===== config.mk =====
export PLATFORM = sky130hd
export DESIGN_NAME = ufs_top
export DESIGN_NICKNAME = d
export VERILOG_FILES = /design/src/logic/ufs_pkg.sv /design/src/logic/ufs_rx.sv /design/src/logic/ufs_top.sv /design/src/logic/ufs_tx.sv
export SDC_FILE = /design/constraint.sdc
export NUM_CORES = 1
export LEC_CHECK = 0
export BUFFER_PORTS_ARGS = -buffer_cell sky130_fd_sc_hd__buf_2
export CORE_ASPECT_RATIO = 1.75
export CORE_MARGIN = 5
export CORE_UTILIZATION = 55
export CTS_CLUSTER_SIZE = 10
export DETAILED_ROUTE_END_ITERATION = 16
export GPL_ROUTABILITY_DRIVEN = 0
export HOLD_SLACK_MARGIN = 0.06
export PLACE_DENSITY = 0.74
export SYNTH_ARGS = -nofsm -noshare
export SYNTH_HDL_FRONTEND = slang
export SYNTH_HIERARCHICAL = 1
export SYNTH_SLANG_ARGS = --single-unit

===== constraint.sdc =====
create_clock -name pclk -period 3.45 [get_ports pclk]
set_clock_uncertainty 0.05 [all_clocks]
set_input_delay 0.1725 -clock pclk [delete_from_list [all_inputs] [get_ports pclk]]
set_output_delay 0.1725 -clock pclk [all_outputs]
set_load 0.03 [all_outputs]

===== src/logic/ufs_pkg.sv =====
// Package: register map, frame format layout and timing of the serial frame block
package ufs_pkg;

   // Register byte offsets
   localparam logic [7:0] ADDR_DATA = 8'h00;
   localparam logic [7:0] ADDR_FFC  = 8'h04;
   localparam logic [7:0] ADDR_CTRL = 8'h08;
   localparam logic [7:0] ADDR_BAUD = 8'h0C;
   localparam logic [7:0] ADDR_STAT = 8'h10;
   localparam logic [7:0] ADDR_ICLR = 8'h14;
   localparam logic [7:0] ADDR_IEN  = 8'h18;

   // Reset values and writable bits
   localparam logic [31:0] FFC_RESET  = 32'h0000_0000;
   localparam logic [31:0] FFC_WMASK  = 32'hF00F_FF7F;
   localparam logic [31:0] CTRL_RESET = 32'h0000_0000;
   localparam logic [15:0] BAUD_RESET = 16'h0001;
   localparam logic [6:0]  STAT_RESET = 7'h00;
   localparam logic [6:0]  IEN_RESET  = 7'h00;

   // Oversampling and frame timing
   localparam logic [3:0] OS_MID         = 4'h7;
   localparam logic [3:0] OS_LAST        = 4'hF;
   localparam logic [3:0] BRK_BITS_SHORT = 4'hA;
   localparam logic [3:0] BRK_BITS_LONG  = 4'hB;

   // Frame format control, one field per documented bit group
   typedef struct packed {
      logic [3:0] node_id_upper;
      logic [7:0] rsvd_hi;
      logic       msb_first_select;
      logic       data_value_invert;
      logic       transmit_line_invert;
      logic       receive_line_invert;
      logic       pin_role_exchange;
      logic       lin_mode_enable;
      logic [1:0] stop_length_select;
      logic       serial_clock_output_enable;
      logic       serial_clock_idle_level;
      logic       serial_clock_capture_edge;
      logic       final_bit_pulse_enable;
      logic       rsvd_7;
      logic       break_interrupt_enable;
      logic       break_length_select;
      logic       node_id_width_select;
      logic [3:0] node_id_lower;
   } ufs_ffc_type;

   // General control
   typedef struct packed {
      logic [23:0] rsvd;
      logic [1:0]  data_len;
      logic        send_break;
      logic        receiver_mute;
      logic        addr_wake;
      logic        sync_mode;
      logic        rx_en;
      logic        tx_en;
   } ufs_ctrl_type;

   // Sticky events
   typedef struct packed {
      logic overrun;
      logic tx_empty;
      logic id_match;
      logic frame_err;
      logic brk_det;
      logic rx_ready;
      logic tx_done;
   } ufs_stat_type;

   // Data length code: 0 eight, 1 nine, 2 seven bits
   function automatic logic [3:0] data_bits(input logic [1:0] len);
      unique case (len)
         2'h1:    data_bits = 4'h9;
         2'h2:    data_bits = 4'h7;
         default: data_bits = 4'h8;
      endcase
   endfunction : data_bits

   // Break length in bit periods
   function automatic logic [3:0] brk_bits(input logic long_sel);
      brk_bits = long_sel ? BRK_BITS_LONG : BRK_BITS_SHORT;
   endfunction : brk_bits

endpackage : ufs_pkg


===== src/logic/ufs_rx.sv =====
// Receive deframer with break detector, sampling at mid bit
`timescale 1ns/100ps
module ufs_rx import ufs_pkg::*; (
   // Clock and reset
   input  wire logic       pclk,
   input  wire logic       presetn,
   // Control
   input  wire logic       os_tick,
   input  wire logic       en,
   input  wire logic       rxb,
   input  wire logic [3:0] nbits,
   input  ufs_ffc_type     cfg,
   // Results
   output logic [8:0]      word,
   output logic            busy,
   output logic            valid,
   output logic            ferr,
   output logic            brk
);
   typedef enum logic [1:0] {
      R_IDLE  = 2'b00,
      R_START = 2'b01,
      R_DATA  = 2'b11,
      R_STOP  = 2'b10
   } ufs_rx_state_type;

   ufs_rx_state_type st_r;
   logic [3:0]       tick_r;
   logic [3:0]       idx_r;
   logic [8:0]       data_r;
   logic [7:0]       low_r;
   wire logic        b = rxb ^ cfg.data_value_invert;
   wire logic        smp = os_tick && tick_r == OS_LAST;

   always_ff @(posedge pclk or negedge presetn) begin
      if (!presetn) begin
         st_r   <= R_IDLE;
         tick_r <= 4'h0;
         idx_r  <= 4'h0;
         data_r <= 9'h000;
         valid  <= 1'b0;
         ferr   <= 1'b0;
      end else begin
         valid <= 1'b0;
         ferr  <= 1'b0;
         if (os_tick) begin
            tick_r <= tick_r + 4'h1;
         end
         unique case (st_r)
            R_IDLE: if (en && os_tick && !rxb) begin
               st_r   <= R_START;
               tick_r <= 4'h0;
            end
            R_START: if (os_tick && tick_r == OS_MID) begin
               // A start shorter than half a bit is a glitch
               st_r   <= rxb ? R_IDLE : R_DATA;
               tick_r <= 4'h0;
               idx_r  <= 4'h0;
               data_r <= 9'h000;
            end
            R_DATA: if (smp) begin
               if (cfg.msb_first_select) begin
                  data_r <= {data_r[7:0], b};
               end else begin
                  data_r[idx_r] <= b;
               end
               idx_r <= idx_r + 4'h1;
               if (idx_r == nbits - 4'h1) begin
                  st_r <= R_STOP;
               end
            end
            R_STOP: if (smp) begin
               st_r  <= R_IDLE;
               valid <= 1'b1;
               ferr  <= !rxb;
            end
         endcase
      end
   end

   // Break: low for the selected number of bit periods, LIN only
   always_ff @(posedge pclk or negedge presetn) begin
      if (!presetn) begin
         low_r <= 8'h00;
         brk   <= 1'b0;
      end else begin
         brk <= cfg.lin_mode_enable && en && os_tick && !rxb
                && low_r == {brk_bits(cfg.break_length_select), 4'h0} - 8'h01;
         if (!en || rxb) begin
            low_r <= 8'h00;
         end else if (os_tick && low_r != 8'hFF) begin
            low_r <= low_r + 8'h01;
         end
      end
   end

   assign word = data_r;
   assign busy = st_r != R_IDLE;

endmodule : ufs_rx


===== src/logic/ufs_top.sv =====
// Serial frame block: APB registers, pin routing, clock output, events and interrupt
//
// Operation
// - Node id held as upper nibble in bits 31:28, lower in 3:0.
// - Bit order select: zero sends LSB first, one sends MSB first.
// - Data inversion flips data bit values both on transmit and receive.
// - Transmit and receive line inversion, each for its direction, make idle low and space high when set.
// - Pin swap exchanges the transmit and receive pin roles.
// - LIN behaviour, break detection, only while LIN enable is set.
// - Stop length code: 00 one, 01 half, 10 two, 11 one and half.
// - Serial clock pin driven in synchronous mode only when enabled.
// - Clock idle level low for zero, high for one.
// - Capture edge: first clock edge of a bit, or the second.
// - Clock pulse of last data bit only when enabled.
// - Break interrupt raised only while break interrupt enable is set.
// - Break length ten bits for zero, eleven bits for one.
// - Compared id four bits, or data width minus one bits.
// - Address wakeup: id match leaves mute, mismatch re-enters mute.
`timescale 1ns/100ps
module ufs_top import ufs_pkg::*; (
   // APB slave
   input  wire logic        pclk,
   input  wire logic        presetn,
   input  wire logic        psel,
   input  wire logic        penable,
   input  wire logic        pwrite,
   input  wire logic [7:0]  paddr,
   input  wire logic [31:0] pwdata,
   output logic [31:0]      prdata,
   output logic             pready,
   output logic             pslverr,
   // Line pins, transmit by default on a, receive on b
   input  wire logic        pin_a_in,
   output logic             pin_a_out,
   output logic             pin_a_oe,
   input  wire logic        pin_b_in,
   output logic             pin_b_out,
   output logic             pin_b_oe,
   // Serial clock pin
   output logic             sclk_out,
   output logic             sclk_oe,
   // Interrupt
   output logic             irq
);
   ufs_ffc_type  ffc_r;
   ufs_ctrl_type ctrl_r;
   ufs_ctrl_type ctrl_nxt;
   ufs_stat_type stat_r;
   ufs_stat_type ev;
   logic [6:0]   ien_r;
   logic [6:0]   igate;
   logic [15:0]  baud_r;
   logic [15:0]  div_r;
   logic         os_tick_r;
   logic [8:0]   txd_r;
   logic         tx_pend_r;
   logic [8:0]   rxd_r;
   logic [31:0]  prdata_r;
   logic         pready_r;
   logic         pslverr_r;
   logic         irq_r;
   logic [1:0]   sync_a_r;
   logic [1:0]   sync_b_r;
   logic         pin_a_out_r;
   logic         pin_a_oe_r;
   logic         pin_b_out_r;
   logic         pin_b_oe_r;
   logic         sclk_out_r;
   logic         sclk_oe_r;
   logic [31:0]  rd_mux;
   logic         addr_ok;

   // Datapath signals
   logic [3:0]   nbits;
   logic         tx_busy;
   logic         tx_done;
   logic         tx_line;
   logic         tx_clk;
   logic         tx_kick;
   logic         rx_bit;
   logic [8:0]   rx_word;
   logic         rx_busy;
   logic         rx_vld;
   logic         rx_ferr;
   logic         rx_brk;
   logic         rx_addr;
   logic         hit;
   logic         mute_set;
   logic         mute_clr;
   logic         deliver;

   wire logic    acc  = psel && penable && pready_r;
   wire logic    wr   = acc && pwrite;
   wire logic    setup_rd = psel && penable && !pready_r;

   // Identifier compare, width chosen by the id width select
   function automatic logic id_hit(input logic [8:0] d, input ufs_ffc_type c,
                                   input logic [3:0] nb);
      logic [8:0] mask;
      logic [8:0] id;
      mask = 9'h000;
      id   = {1'b0, c.node_id_upper, c.node_id_lower};
      if (c.node_id_width_select) begin
         mask = (9'h001 << (nb - 4'h1)) - 9'h001;
      end else begin
         mask = 9'h00F;
      end
      id_hit = ((d ^ id) & mask) == 9'h000;
   endfunction : id_hit

   assign nbits = data_bits(ctrl_r.data_len);

   // APB answers one cycle into the access phase
   always_ff @(posedge pclk or negedge presetn) begin
      if (!presetn) begin
         pready_r  <= 1'b0;
         prdata_r  <= 32'h0000_0000;
         pslverr_r <= 1'b0;
      end else begin
         pready_r  <= setup_rd;
         prdata_r  <= 32'h0000_0000;
         pslverr_r <= 1'b0;
         if (setup_rd) begin
            prdata_r  <= pwrite ? 32'h0000_0000 : rd_mux;
            pslverr_r <= !addr_ok;
         end
      end
   end

   always_comb begin
      addr_ok = 1'b1;
      rd_mux  = 32'h0000_0000;
      unique case (paddr)
         ADDR_DATA: rd_mux = {23'h000000, rxd_r};
         ADDR_FFC:  rd_mux = ffc_r;
         ADDR_CTRL: rd_mux = ctrl_r;
         ADDR_BAUD: rd_mux = {16'h0000, baud_r};
         ADDR_STAT: rd_mux = {21'h000000, rx_busy, tx_pend_r, tx_busy, 1'b0, stat_r};
         ADDR_ICLR: rd_mux = 32'h0000_0000;
         ADDR_IEN:  rd_mux = {25'h0000000, ien_r};
         default:   addr_ok = 1'b0;
      endcase
   end

   // Frame format register; reserved bits always stored as zero
   always_ff @(posedge pclk or negedge presetn) begin
      if (!presetn) begin
         ffc_r <= FFC_RESET;
      end else if (wr && paddr == ADDR_FFC) begin
         ffc_r <= pwdata & FFC_WMASK;
      end
   end

   always_ff @(posedge pclk or negedge presetn) begin
      if (!presetn) begin
         baud_r <= BAUD_RESET;
      end else if (wr && paddr == ADDR_BAUD) begin
         baud_r <= (pwdata[15:0] == 16'h0000) ? BAUD_RESET : pwdata[15:0];
      end
   end

   always_ff @(posedge pclk or negedge presetn) begin
      if (!presetn) begin
         ien_r <= IEN_RESET;
      end else if (wr && paddr == ADDR_IEN) begin
         ien_r <= pwdata[6:0];
      end
   end

   // Control: hardware owns the mute bit over a same-cycle write
   always_comb begin
      ctrl_nxt = ctrl_r;
      if (tx_kick && ctrl_r.send_break) begin
         ctrl_nxt.send_break = 1'b0;
      end
      if (wr && paddr == ADDR_CTRL) begin
         ctrl_nxt      = pwdata;
         ctrl_nxt.rsvd = 24'h000000;
      end
      if (mute_set) begin
         ctrl_nxt.receiver_mute = 1'b1;
      end else if (mute_clr) begin
         ctrl_nxt.receiver_mute = 1'b0;
      end
   end

   always_ff @(posedge pclk or negedge presetn) begin
      if (!presetn) begin
         ctrl_r <= CTRL_RESET;
      end else begin
         ctrl_r <= ctrl_nxt;
      end
   end

   // Oversampling tick, sixteen per bit
   always_ff @(posedge pclk or negedge presetn) begin
      if (!presetn) begin
         div_r     <= 16'h0000;
         os_tick_r <= 1'b0;
      end else begin
         os_tick_r <= div_r == baud_r - 16'h0001;
         div_r     <= (div_r >= baud_r - 16'h0001) ? 16'h0000 : div_r + 16'h0001;
      end
   end

   // Transmit holding word; a write while pending replaces it
   assign tx_kick = ctrl_r.tx_en && !tx_busy && (tx_pend_r || ctrl_r.send_break);

   always_ff @(posedge pclk or negedge presetn) begin
      if (!presetn) begin
         txd_r     <= 9'h000;
         tx_pend_r <= 1'b0;
      end else if (wr && paddr == ADDR_DATA) begin
         txd_r     <= pwdata[8:0];
         tx_pend_r <= 1'b1;
      end else if (tx_kick && !ctrl_r.send_break) begin
         tx_pend_r <= 1'b0;
      end
   end

   ufs_tx u_tx (
      .pclk    (pclk),
      .presetn (presetn),
      .os_tick (os_tick_r),
      .start   (tx_kick),
      .brk     (ctrl_r.send_break),
      .data    (txd_r),
      .nbits   (nbits),
      .cfg     (ffc_r),
      .busy    (tx_busy),
      .done    (tx_done),
      .line    (tx_line),
      .clk_act (tx_clk)
   );

   // Both pins synchronised, the swap picks one after the second stage
   always_ff @(posedge pclk or negedge presetn) begin
      if (!presetn) begin
         sync_a_r <= 2'b11;
         sync_b_r <= 2'b11;
      end else begin
         sync_a_r <= {sync_a_r[0], pin_a_in};
         sync_b_r <= {sync_b_r[0], pin_b_in};
      end
   end

   assign rx_bit = (ffc_r.pin_role_exchange ? sync_a_r[1] : sync_b_r[1])
                   ^ ffc_r.receive_line_invert;

   ufs_rx u_rx (
      .pclk    (pclk),
      .presetn (presetn),
      .os_tick (os_tick_r),
      .en      (ctrl_r.rx_en),
      .rxb     (rx_bit),
      .nbits   (nbits),
      .cfg     (ffc_r),
      .word    (rx_word),
      .busy    (rx_busy),
      .valid   (rx_vld),
      .ferr    (rx_ferr),
      .brk     (rx_brk)
   );

   // Address frames carry the top data bit set
   always_comb begin
      rx_addr  = ctrl_r.addr_wake && rx_word[nbits - 4'h1];
      hit      = id_hit(rx_word, ffc_r, nbits);
      mute_set = rx_vld && rx_addr && !hit;
      mute_clr = rx_vld && rx_addr && hit;
      deliver  = rx_vld && !(mute_set || (ctrl_r.receiver_mute && !mute_clr));
   end

   always_ff @(posedge pclk or negedge presetn) begin
      if (!presetn) begin
         rxd_r <= 9'h000;
      end else if (deliver) begin
         rxd_r <= rx_word;
      end
   end

   // Events; a set in the clearing cycle wins
   always_comb begin
      ev           = '0;
      ev.tx_done   = tx_done;
      ev.rx_ready  = deliver;
      ev.brk_det   = rx_brk;
      ev.frame_err = rx_vld && rx_ferr && !rx_brk;
      ev.id_match  = mute_clr;
      ev.tx_empty  = tx_kick && !ctrl_r.send_break;
      ev.overrun   = deliver && stat_r.rx_ready;
   end

   always_ff @(posedge pclk or negedge presetn) begin
      if (!presetn) begin
         stat_r <= STAT_RESET;
      end else if (wr && paddr == ADDR_ICLR) begin
         stat_r <= (stat_r & ~pwdata[6:0]) | ev;
      end else begin
         stat_r <= stat_r | ev;
      end
   end

   always_comb begin
      igate         = 7'h7F;
      igate[2]      = ffc_r.break_interrupt_enable;
   end

   always_ff @(posedge pclk or negedge presetn) begin
      if (!presetn) begin
         irq_r <= 1'b0;
      end else begin
         irq_r <= |(stat_r & ien_r & igate);
      end
   end

   // Pin drivers; the idle level follows the line inversion
   always_ff @(posedge pclk or negedge presetn) begin
      if (!presetn) begin
         pin_a_out_r <= 1'b1;
         pin_a_oe_r  <= 1'b0;
         pin_b_out_r <= 1'b1;
         pin_b_oe_r  <= 1'b0;
      end else begin
         pin_a_out_r <= tx_line ^ ffc_r.transmit_line_invert;
         pin_b_out_r <= tx_line ^ ffc_r.transmit_line_invert;
         pin_a_oe_r  <= ctrl_r.tx_en && !ffc_r.pin_role_exchange;
         pin_b_oe_r  <= ctrl_r.tx_en && ffc_r.pin_role_exchange;
      end
   end

   // Clock pin is a master output only
   always_ff @(posedge pclk or negedge presetn) begin
      if (!presetn) begin
         sclk_out_r <= 1'b0;
         sclk_oe_r  <= 1'b0;
      end else begin
         sclk_oe_r  <= ctrl_r.sync_mode && ffc_r.serial_clock_output_enable;
         sclk_out_r <= ffc_r.serial_clock_idle_level
                       ^ (tx_clk && ctrl_r.sync_mode);
      end
   end

   assign prdata    = prdata_r;
   assign pready    = pready_r;
   assign pslverr   = pslverr_r;
   assign irq       = irq_r;
   assign pin_a_out = pin_a_out_r;
   assign pin_a_oe  = pin_a_oe_r;
   assign pin_b_out = pin_b_out_r;
   assign pin_b_oe  = pin_b_oe_r;
   assign sclk_out  = sclk_out_r;
   assign sclk_oe   = sclk_oe_r;

endmodule : ufs_top


===== src/logic/ufs_tx.sv =====
// Transmit framer: start, data, break and fractional stop periods
`timescale 1ns/100ps
module ufs_tx import ufs_pkg::*; (
   // Clock and reset
   input  wire logic       pclk,
   input  wire logic       presetn,
   // Control
   input  wire logic       os_tick,
   input  wire logic       start,
   input  wire logic       brk,
   input  wire logic [8:0] data,
   input  wire logic [3:0] nbits,
   input  ufs_ffc_type     cfg,
   // Status and line
   output logic            busy,
   output logic            done,
   output logic            line,
   output logic            clk_act
);
   typedef enum logic [1:0] {
      T_IDLE  = 2'b00,
      T_START = 2'b01,
      T_DATA  = 2'b11,
      T_STOP  = 2'b10
   } ufs_tx_state_type;

   ufs_tx_state_type st_r;
   logic [3:0]       tick_r;
   logic [3:0]       idx_r;
   logic [3:0]       last_r;
   logic [2:0]       half_r;
   logic [8:0]       data_r;
   logic             brk_r;
   logic             dbit;
   wire logic        bit_end  = os_tick && tick_r == OS_LAST;
   wire logic        half_end = os_tick && tick_r[2:0] == OS_MID[2:0];

   // Stop length in half bits, counted on the oversampling ticks
   function automatic logic [2:0] stop_halves(input logic [1:0] sel);
      unique case (sel)
         2'h0: stop_halves = 3'h2;
         2'h1: stop_halves = 3'h1;
         2'h2: stop_halves = 3'h4;
         2'h3: stop_halves = 3'h3;
      endcase
   endfunction : stop_halves

   always_ff @(posedge pclk or negedge presetn) begin
      if (!presetn) begin
         tick_r <= 4'h0;
      end else if (st_r == T_IDLE) begin
         tick_r <= 4'h0;
      end else if (os_tick) begin
         tick_r <= tick_r + 4'h1;
      end
   end

   always_ff @(posedge pclk or negedge presetn) begin
      if (!presetn) begin
         st_r   <= T_IDLE;
         idx_r  <= 4'h0;
         last_r <= 4'h0;
         half_r <= 3'h0;
         data_r <= 9'h000;
         brk_r  <= 1'b0;
      end else begin
         unique case (st_r)
            T_IDLE: if (start) begin
               st_r   <= T_START;
               idx_r  <= 4'h0;
               data_r <= data;
               brk_r  <= brk;
               last_r <= brk ? brk_bits(cfg.break_length_select) - 4'h2
                             : nbits - 4'h1;
            end
            T_START: if (bit_end) begin
               st_r <= T_DATA;
            end
            T_DATA: if (bit_end) begin
               if (idx_r == last_r) begin
                  st_r   <= T_STOP;
                  half_r <= stop_halves(cfg.stop_length_select);
               end else begin
                  idx_r <= idx_r + 4'h1;
               end
            end
            T_STOP: if (half_end) begin
               half_r <= half_r - 3'h1;
               if (half_r == 3'h1) begin
                  st_r <= T_IDLE;
               end
            end
         endcase
      end
   end

   always_ff @(posedge pclk or negedge presetn) begin
      if (!presetn) begin
         done <= 1'b0;
      end else begin
         done <= st_r == T_STOP && half_end && half_r == 3'h1;
      end
   end

   always_comb begin
      dbit    = cfg.msb_first_select ? data_r[last_r - idx_r] : data_r[idx_r];
      line    = 1'b1;
      clk_act = 1'b0;
      if (st_r == T_START) begin
         line = 1'b0;
      end else if (st_r == T_DATA) begin
         line    = brk_r ? 1'b0 : dbit ^ cfg.data_value_invert;
         clk_act = !brk_r && (tick_r[3] ^ cfg.serial_clock_capture_edge)
                   && (idx_r != last_r || cfg.final_bit_pulse_enable);
      end
   end

   assign busy = st_r != T_IDLE;

endmodule : ufs_tx


# --- After elaboration in Yosys (flattened, before gate mapping) ---
# Index checks and enable logic that the tools add are counted.
totals:
  ff_bits: 199
  inputBits: 47
  output_inout_bits: 41
  elab_cells: 297
op_classes:
  n_addsub: 13
  n_lt_le_gt_ge: 6
  eq_ne: 40
  n_shift: 1
  n_mux: 76
  bitwise_logic: 14
  n_reduce_logical: 83
op_table:
  columns: ["operator", "n"]
  rows:
  - ["$pmux 32 s6", 1]
  - ["$mux 32", 2]
  - ["$mux 4", 11]
  - ["$logic_and 1x1->1", 43]
  - ["$mux 9", 4]
  - ["$mux 16", 2]
  - ["$pmux 4 s2", 4]
  - ["$eq 8x5->1 const B", 3]
  - ["$mux 2", 12]
  - ["$mux 1", 23]
  - ["$and 7x7->7", 3]
  - ["$lt 4x5->1 const B", 4]
  - ["$ne 2x1->1 const B", 10]
  - ["$pmux 9 s2", 1]
  - ["$reduce_bool 2->1", 9]
  - ["$add 16x1->16 const B", 1]
  - ["$add 4x1->4 const B", 4]
  - ["$eq 16x16->1", 1]
  - ["$eq 8x4->1 const B", 2]
  - ["$ge 16x16->1", 1]
  - ["$logic_not 16->1", 1]
  - ["$mux 8", 2]
  - ["$pmux 2 s4", 2]
  - ["$sub 16x1->16 const B", 1]
  - ["46 further kinds", 86]

# --- Depth between registers and ports, before layout ---
# Gate-level depths: netlist (run 1).
logic_depth:
  ltp_word: 17
  ltp_mapped: 14
  mapped_depth_nobuf: 13

# --- Hierarchy ---
# The synthesis (run 1) kept the hierarchy.
by_module_without_submodules:
  columns: ["module", "n_inst", "cells_each", "area_each_um2", "seq_area_each_um2"]
  rows:
  - ["ufs_top", 1, 548, 6526.3, 3335.7]
  - ["ufs_rx", 1, 196, 1823.0, 750.7]
  - ["ufs_tx", 1, 161, 1684.1, 700.7]

# --- Worst setup path before layout (run 1) ---
# No wires, ideal clock.
synth_timing:
  kind: "reg2reg"
  from: "reg baud_r[9]"
  to: "reg div_r[10]"
  setup_ps: 72
  t_arrival_ps: 2842
  required_time_ps: 3328
  path_slack_ps: 485
  path_stages_with_launch: 12
  n_path_buf: 1
  synth_period_minus_slack_ps: 2965
  path_cell_list: "dfrtp_1 > or3_1 > or3_1 > nor3_1 > xnor2_1 > ha_1 > and3_1 > and4_1 > a211oi_1 > nand4_1 > clkbuf_1 > nor2_1"
synth_between:
  elab_chain_cells: 3
synth_lines:
  columns: ["element", "line_no", "text"]
  rows:
  - ["start: declaration", "ufs_top.sv:52", "logic [15:0] baud_r;"]
  - ["start signal: assignment", "ufs_top.sv:158", "baud_r <= (pwdata[15:0] == 16'h0000) ? BAUD_RESET : pwdata[15:0];"]
  - ["$sub 16x1->16", "ufs_top.sv:202", "div_r <= (div_r >= baud_r - 16'h0001) ? 16'h0000 : div_r + 16'h0001;"]
  - ["$ge 16x16->1", "ufs_top.sv:202", null]
  - ["$mux 16", "ufs_top.sv:202", null]
  - ["end signal: assignment", "ufs_top.sv:202", null]
  - ["end: declaration", "ufs_top.sv:53", "logic [15:0] div_r;"]
# No other way between the ends.
# A chain may end at the register's enable or synchronous reset.

# --- Final worst setup path (run 1) ---
layout_timing:
  from: "reg baud_r[4]"
  to: "reg div_r[12]"
# Same word-level chain as after synthesis.

==> summary.txt, run 1 <==
Setup path
  • WP data required: 3.76 ns
  • Worst setup SP type: register
  • Critical path start-end classification: reg -> reg
  • WP data arrival: 3.48 ns
  • Critical Path End Type: register
  • CP max FO: 16

Clocking
  • Worst-Skew Late Latency: 0.43 ns
  • Root buffer cell: clkbuf_16
  • Clk sinks: 191
  • H-tree depth: 4
  • CTS resizes: 0
  • Max Root-Sink Buffers: 2
  • Clock-pin slew on the worst setup and hold paths: 0.07 ns
  • CTS tree: yes
  • Num CTS Buffers: 17

Drt
  • Starting DRT DRC Count: 413
  • Routed WL per cell: 19.2 um
  • Detailed Route WL: 24100 um
  • Final ANT Viol Nets: 0
  • First-pass iteration count of the detailed router: 5
  • DR vias: 7260
  • Vias per inst: 5.78
  • # DRC: 0

Finish
  • Total Nets Final: 1097
  • Commonest non-fill, non-tap cells in the layout: 185 x dfrtp_1, 82 x nor2_1, 78 x mux2_2, 70 x buf_2, 52 x nand2_1
  • Filler cells: 1413
  • Commonest non-fill, non-tap cell in the layout: dfrtp_1
  • Layout cells sized above 1: 22.6%
  • Area Growth Syn to Fin: 14.6%

Floorplanning
  • Starting Density: 55.8%
  • Top-level port count: 88
  • Core area: 18000 um^2
  • Site Rows: 65
  • Width of the die: 112 um
  • Die area: 21200 um^2
  • Die Height: 189 um

Timing
  • RSZ-0062 raised after global routing: no
  • WHS: 0.0873 ns
  • Slew HR: 41.8%
  • Final setup viols: 0
  • Max Fclk: 0.316 GHz
  • Tcrit/Tclk final: 91.8%
  • Setup_tns: 0 ns
  • Worst Slack Setup Final: 0.282 ns
  • Tmin final: 3.17 ns
  • Final hold violations: 0
  • Slew at the pin closest to its max-slew limit: 0.865 ns
  • Final-report max-slew violation count: 0

Synth
  • Yosys top cell by area: dfrtp_1
  • Post-synth top flop: dfrtp_1
  • Yosys Warn Count: 6
  • Synthesis-stage register bit count: 191
  • Mapped cell area: 10000 um^2
  • Async set-reset flop share out of synthesis: 100%
  • Syn Area/Cell: 11.1 um^2
  • Seq/Total Area, Yosys: 47.7%
  • EDFF count, synth: 0
  • Post-synth top area share: 46.1%
  • Area contributors post-synth: dfrtp_1 46%, mux2_2 8.8%, ha_1 5.2%
  • Mapped Cells: 905
  • Distinct cells, synth: 75

Power
  • Leakage: 5.44 nW
  • VDD IR-drop max: 275 uV
  • PD cells: 430 nW/um^2
  • Overall power: 0.00495 W

Global route
  • Largest net degree at the start of global routing: 99
  • First-pass GRT wire length: 39700 um
  • GRT Overall Usage: 23.8%
  • Vias in the first global route: 7667
  • Remaining Overflow, GRT: 0
  • Initial antenna violation count: 0

Placed design
  • Post-DP HPWL: 17900 um
  • IO Port Bufs: 71
  • Worst slack at placement: 0.356 ns

Hold path
  • Type of the most critical hold path: in -> reg

Job
  • Max Cap Viol: 0

Outcome
  • Run status: completed
flip-flops by register name, indices dropped and copies added (netlist names), 2 cells and up:
name	count
prdata	24
ffc_r	23
baud_r	16
div_r	16
rxd_r	9
txd_r	9
u_rx/word	9
u_tx/data_r	9
ctrl_r	8
u_rx/low_r	8
ien_r	7
stat_r	7
u_rx/idx_r	4
u_rx/tick_r	4
u_tx/idx_r	4
u_tx/last_r	4
u_tx/tick_r	4
u_tx/half_r	3
sync_a_r	2
sync_b_r	2
u_rx/st_r	2
u_tx/st_r	2
worst max-delay path, cell delays in order (launching register included):
cell      delay [ns]
dfrtp_1         0.43
nor3_1          0.31
nand3_1         0.25
or3_1           0.41
nor3_1          0.22
xnor2_1         0.15
ha_1            0.26
nand2_1         0.07
nor2_1          0.07
and4_1          0.19
a211oi_1        0.22
nand4_1         0.12
buf_4           0.22
nor2_1          0.12
layout make-up:
class                      instances  area, um^2  share of cell area, %
clock buffer                      22         454                   3.95
inverter                          36         135                   1.17
clock inverter                    10         141                   1.23
sequential                       191        4790                   41.6
timing repair buffer             112         762                   6.63
antenna                            1        2.50                 0.0218
multi-input combinational        649        4930                   42.8
tap                              234         293                   2.55
stage by stage:
| stage | std cells | area [um^2] | utilization (%) |
|---|---|---|---|
| after global routing | 1254 | 11500 | 64.0 |
| after floorplan | 913 | 10100 | - |
| after CTS | 1254 | 11500 | 64.0 |
| after global placement | 1191 | 10600 | 58.9 |
| final | 1255 | 11500 | 64.0 |
| after detailed placement | 1191 | 10600 | 58.9 |
logic make-up after synthesis:
logic type      after synthesis  share of synthesized area (%)
fa+ha+maj                    43                           5.44
simple gates                279                           14.7
other cells                   2                         0.0749
xor+xnor                     61                           5.32
mux                         120                           14.3
buf+inv                      73                           3.49
flops                       191                           47.7
compound gates              136                           9.02
layer usage:
metal	vias to the layer above	global-route usage, %	routed length [um]
met1	3651	25.4	8960
met2	136	44.6	13500
met5	-	0	0
met3	57	4.27	619
li1	3416	-	-
met4	0	11.1	1060
timing repair:
action / 4_1_cts / 5_1_grt
setup buffers: 0 / 0
hold buffers: 31 / 0
hold endpoints to repair: 140 / 0
cells in the mapped netlist, types with 3 or more instances:
| library cell | count |
|---|---|
| a211oi_1 | 3 |
| a21o_1 | 7 |
| a21oi_1 | 24 |
| a22o_1 | 5 |
| a22oi_1 | 10 |
| a31oi_1 | 5 |
| a32oi_1 | 4 |
| and2_1 | 11 |
| and3_1 | 7 |
| and4_1 | 6 |
| buf_2 | 16 |
| buf_4 | 9 |
| buf_6 | 3 |
| clkbuf_1 | 8 |
| dfrtp_1 | 185 |
| dfstp_2 | 6 |
| ha_1 | 42 |
| inv_1 | 36 |
| mux2_2 | 78 |
| mux2_4 | 8 |
| mux2i_1 | 27 |
| mux4_2 | 5 |
| nand2_1 | 52 |
| nand2b_1 | 4 |
| nand3_1 | 31 |
| nand3b_1 | 6 |
| nand4_1 | 14 |
| nor2_1 | 82 |
| nor2_2 | 3 |
| nor2b_1 | 6 |
| nor3_1 | 19 |
| nor3b_1 | 5 |
| nor4_1 | 5 |
| nor4_4 | 3 |
| o211ai_1 | 4 |
| o21a_1 | 4 |
| o21ai_0 | 34 |
| o22ai_1 | 8 |
| o31ai_1 | 10 |
| or2_2 | 4 |
| or3_1 | 6 |
| xnor2_1 | 32 |
| xor2_1 | 29 |
where the power goes:
group / total, W / switching, W / internal [W]
combinational: 0.000532 / 0.000318 / 0.000213
clock: 0.00200 / 0.000837 / 0.00116
sequential: 0.00242 / 0.000112 / 0.00230
final timing paths:
kind | start | to | slack (ns) | cells past startpoint
setup / recovery | baud_r[4]$_DFFE_PN0P_ | div_r[12]$_DFF_PN0_ | 0.28 | 13
hold / removal | pwdata[4] | stat_r[4]$_DFF_PN0_ | 0.09 | 3
setup reg to reg | baud_r[4]$_DFFE_PN0P_ | div_r[12]$_DFF_PN0_ | 0.28 | 13
hold reg to reg | sync_a_r[0]$_DFF_PN1_ | sync_a_r[1]$_DFF_PN1_ | 0.31 | 0
max in group asynchronous | presetn | pin_a_out$_DFF_PN1_ | 2.09 | 3
min in group asynchronous | presetn | prdata[4]$_DFF_PN0_ | 0.35 | 2
No activity file was read; power rests on OpenSTA's default activity.
==> run 2: changes to the inputs <==
CORE_UTILIZATION = 60   (was 55)
PLACE_DENSITY = 0.8   (was 0.74)
REMOVE_ABC_BUFFERS = 1   (was default)
==> run 2 against run 1 <==
Net effect:
- cell count fell by 0.96%
- routed wire length down 2.5%
- final area shrank 0.36%
- combinational power about the same
- count of clock-buffer cells in the layout shrank 3
- sequential share of layout area rose by 0.15 points
- maximum frequency is 2.6% higher
- register-to-register slack gained 0.08 ns
- sequential cell count is the same
- utilization is 5.7 points higher
- highest routed layer unchanged
==> summary.txt, run 2 (synthesis gave the netlist of run 1 again) <==
Outcome
  • Run status: completed

Clocking
  • Max Root-Sink Buffers: 2
  • H-tree depth: 4
  • Setup bufs post-CTS: 0
  • CTS tree: yes
  • CTS resizes: 0
  • Clock-pin slew on the worst setup and hold paths: 0.07 ns
  • Worst-Skew Late Latency: 0.44 ns
  • Num CTS Buffers: 17
  • Clk sinks: 191
  • Root buffer cell: clkbuf_16

Timing
  • Final hold violations: 0
  • Tcrit/Tclk final: 89.5%
  • Final-report max-slew violation count: 0
  • Tmin final: 3.09 ns
  • Slew HR: 44.7%
  • Setup_tns: 0 ns
  • WHS: 0.0700 ns
  • Max Fclk: 0.324 GHz
  • Final setup viols: 0
  • RSZ-0062 raised after global routing: no
  • Slew at the pin closest to its max-slew limit: 0.830 ns

Power
  • Clk pwr share: 39.6%
  • Seq pwr share: 49.5%
  • Leakage: 5.44 nW
  • Switching share of power: 26.8%
  • VDD IR-drop max: 273 uV
  • Int Power: 0.00356 W
  • NetSw: 0.00130 W
  • Logic gate share of total power: 10.9%
  • PD cells: 425 nW/um^2

Finish
  • Commonest non-fill, non-tap cell in the layout: dfrtp_1
  • Largest register FFs: 24
  • ANT cells: 0
  • Filler cells: 1259
  • Total Nets Final: 1096
  • Layout cells sized above 1: 23.2%
  • Non-Filler Cell Area, Final: 11500 um^2
  • Multi-input logic area: 4930 um^2
  • Area Growth Syn to Fin: 14.2%
  • Commonest non-fill, non-tap cells in the layout: 185 x dfrtp_1, 82 x nor2_1, 78 x mux2_2, 70 x buf_2, 52 x nand2_1
  • Register area: 4790 um^2

Setup path
  • CP Depth: 9
  • CP max FO: 8
  • Critical path start-end classification: reg -> reg
  • Worst reg2reg path depth: 9
  • Critical path's slowest cell: mux4_1
  • Crit-path cells: ha_1, inv_1, fa_1, mux4_1, mux2_2, o21a_1, or2_0, o211ai_1, xor2_1
  • Worst setup SP type: register
  • CP top delay family: multiplexers
  • Crit path buf inv count: 1
  • Critical Path End Type: register
  • WP data arrival: 3.40 ns
  • WP data required: 3.76 ns
  • Worst stage delay on the critical path: 0.58 ns

Floorplanning
  • Die Height: 181 um
  • Top-level port count: 88
  • Width of the die: 108 um
  • Core area: 16400 um^2
  • Starting Density: 61.0%
  • Site Rows: 62
  • Die area: 19500 um^2

Drt
  • Vias per inst: 5.92
  • First-pass iteration count of the detailed router: 5
  • # DRC: 0
  • Detailed Route WL: 23500 um
  • Final ANT Viol Nets: 0
  • Routed WL per cell: 18.9 um
  • DR vias: 7364
  • Starting DRT DRC Count: 508

Placed design
  • IO Port Bufs: 71
  • Post-DP HPWL: 17200 um
  • Dpl cell area: 10600 um^2

Global route
  • GRT Overall Usage: 25.2%
  • Vias in the first global route: 7659
  • Initial antenna violation count: 0
  • Remaining Overflow, GRT: 0
  • Largest net degree at the start of global routing: 80
  • First-pass GRT wire length: 38400 um

Job
  • Max Cap Viol: 0

Hold path
  • Type of the most critical hold path: in -> reg
  • WHS Path Cells: 3
==> run 2: cell types whose count changed in the layout (fill, tap and decap cells not counted), moves of 2 or more <==
cell | before | now
inv_6 | 1 | 3
bufinv_16 | 3 | 1
clkinv_4 | 2 | 5
dlygate4sd3_1 | 31 | 29
clkbuf_1 | 4 | 0
==> run 2: cell type report <==
type                    count  share of cell area (%)
repair buffers            111                    6.54
clock buffers              19                    3.95
inverters                  36                    1.18
flip-flops and latches    191                    41.8
multi-input cells         649                    43.0
clock inverters            13                    1.12
well taps                 224                    2.45
==> run 2: final timing paths <==
kind	startpoint	to	slack, ns
min in group asynchronous	presetn	pready$_DFF_PN0_	0.29
hold / removal	pwdata[1]	stat_r[1]$_DFF_PN0_	0.07
setup reg to reg	u_tx/idx_r[0]$_DFFE_PN0P_	pin_a_out$_DFF_PN1_	0.36
hold reg to reg	sync_a_r[0]$_DFF_PN1_	sync_a_r[1]$_DFF_PN1_	0.31
setup / recovery	u_tx/idx_r[0]$_DFFE_PN0P_	pin_a_out$_DFF_PN1_	0.36
max in group asynchronous	presetn	u_tx/half_r[0]$_DFFE_PN0P_	2.16
==> run 2: per-stage QoR <==
step / instances / setup slack, ns / util (%) / total power (W)
after floorplan: 876 / 0.463 / - / 0.00275
after global placement: 1182 / 0.477 / 64.4 / 0.00293
after detailed placement: 1182 / 0.371 / 64.4 / 0.00295
after CTS: 1243 / 0.353 / 69.7 / 0.00490
after global routing: 1243 / 0.0670 / 69.7 / 0.00507
final: 1243 / 0.362 / 69.7 / 0.00487
==> run 2: power by group through the flow <==
stage | Combinational [W] | Sequential, W | Clock [W]
2_1_floorplan | 0.000319 | 0.00243 | 0
3_3_place_gp | 0.000485 | 0.00245 | 0
3_5_place_dp | 0.000495 | 0.00245 | 0
4_1_cts | 0.000528 | 0.00241 | 0.00196
5_1_grt | 0.000588 | 0.00242 | 0.00206
6_report | 0.000531 | 0.00241 | 0.00192
==> run 2: layer usage <==
| metal | wire length [um] | vias up | global-route usage [%] |
|---|---|---|---|
| li1 | - | 3425 | - |
| met1 | 8510 | 3662 | 27.2 |
| met2 | 12800 | 206 | 45.5 |
| met3 | 971 | 71 | 4.43 |
| met4 | 1200 | 0 | 14.1 |
| met5 | 0 | - | 0 |
==> run 2: timing repair <==
item | in CTS | in global routing
hold buffers | 29 | 0
endpoints found under the hold margin | 113 | 0
endpoints found under the setup margin | 0 | 0
==> run 2: worst reg2reg max path, delay by kind of cell, from the launching register on <==
kind                       cells  cell delay, ns
muxes                          2            0.86
AOI/OAI and AO/OA              2            0.37
buffers and inverters          1            0.05
DFF                            1            0.53
adders and majority gates      2            0.76
xor gates and xnor gates       1            0.17
and+or+nand+nor                1            0.23
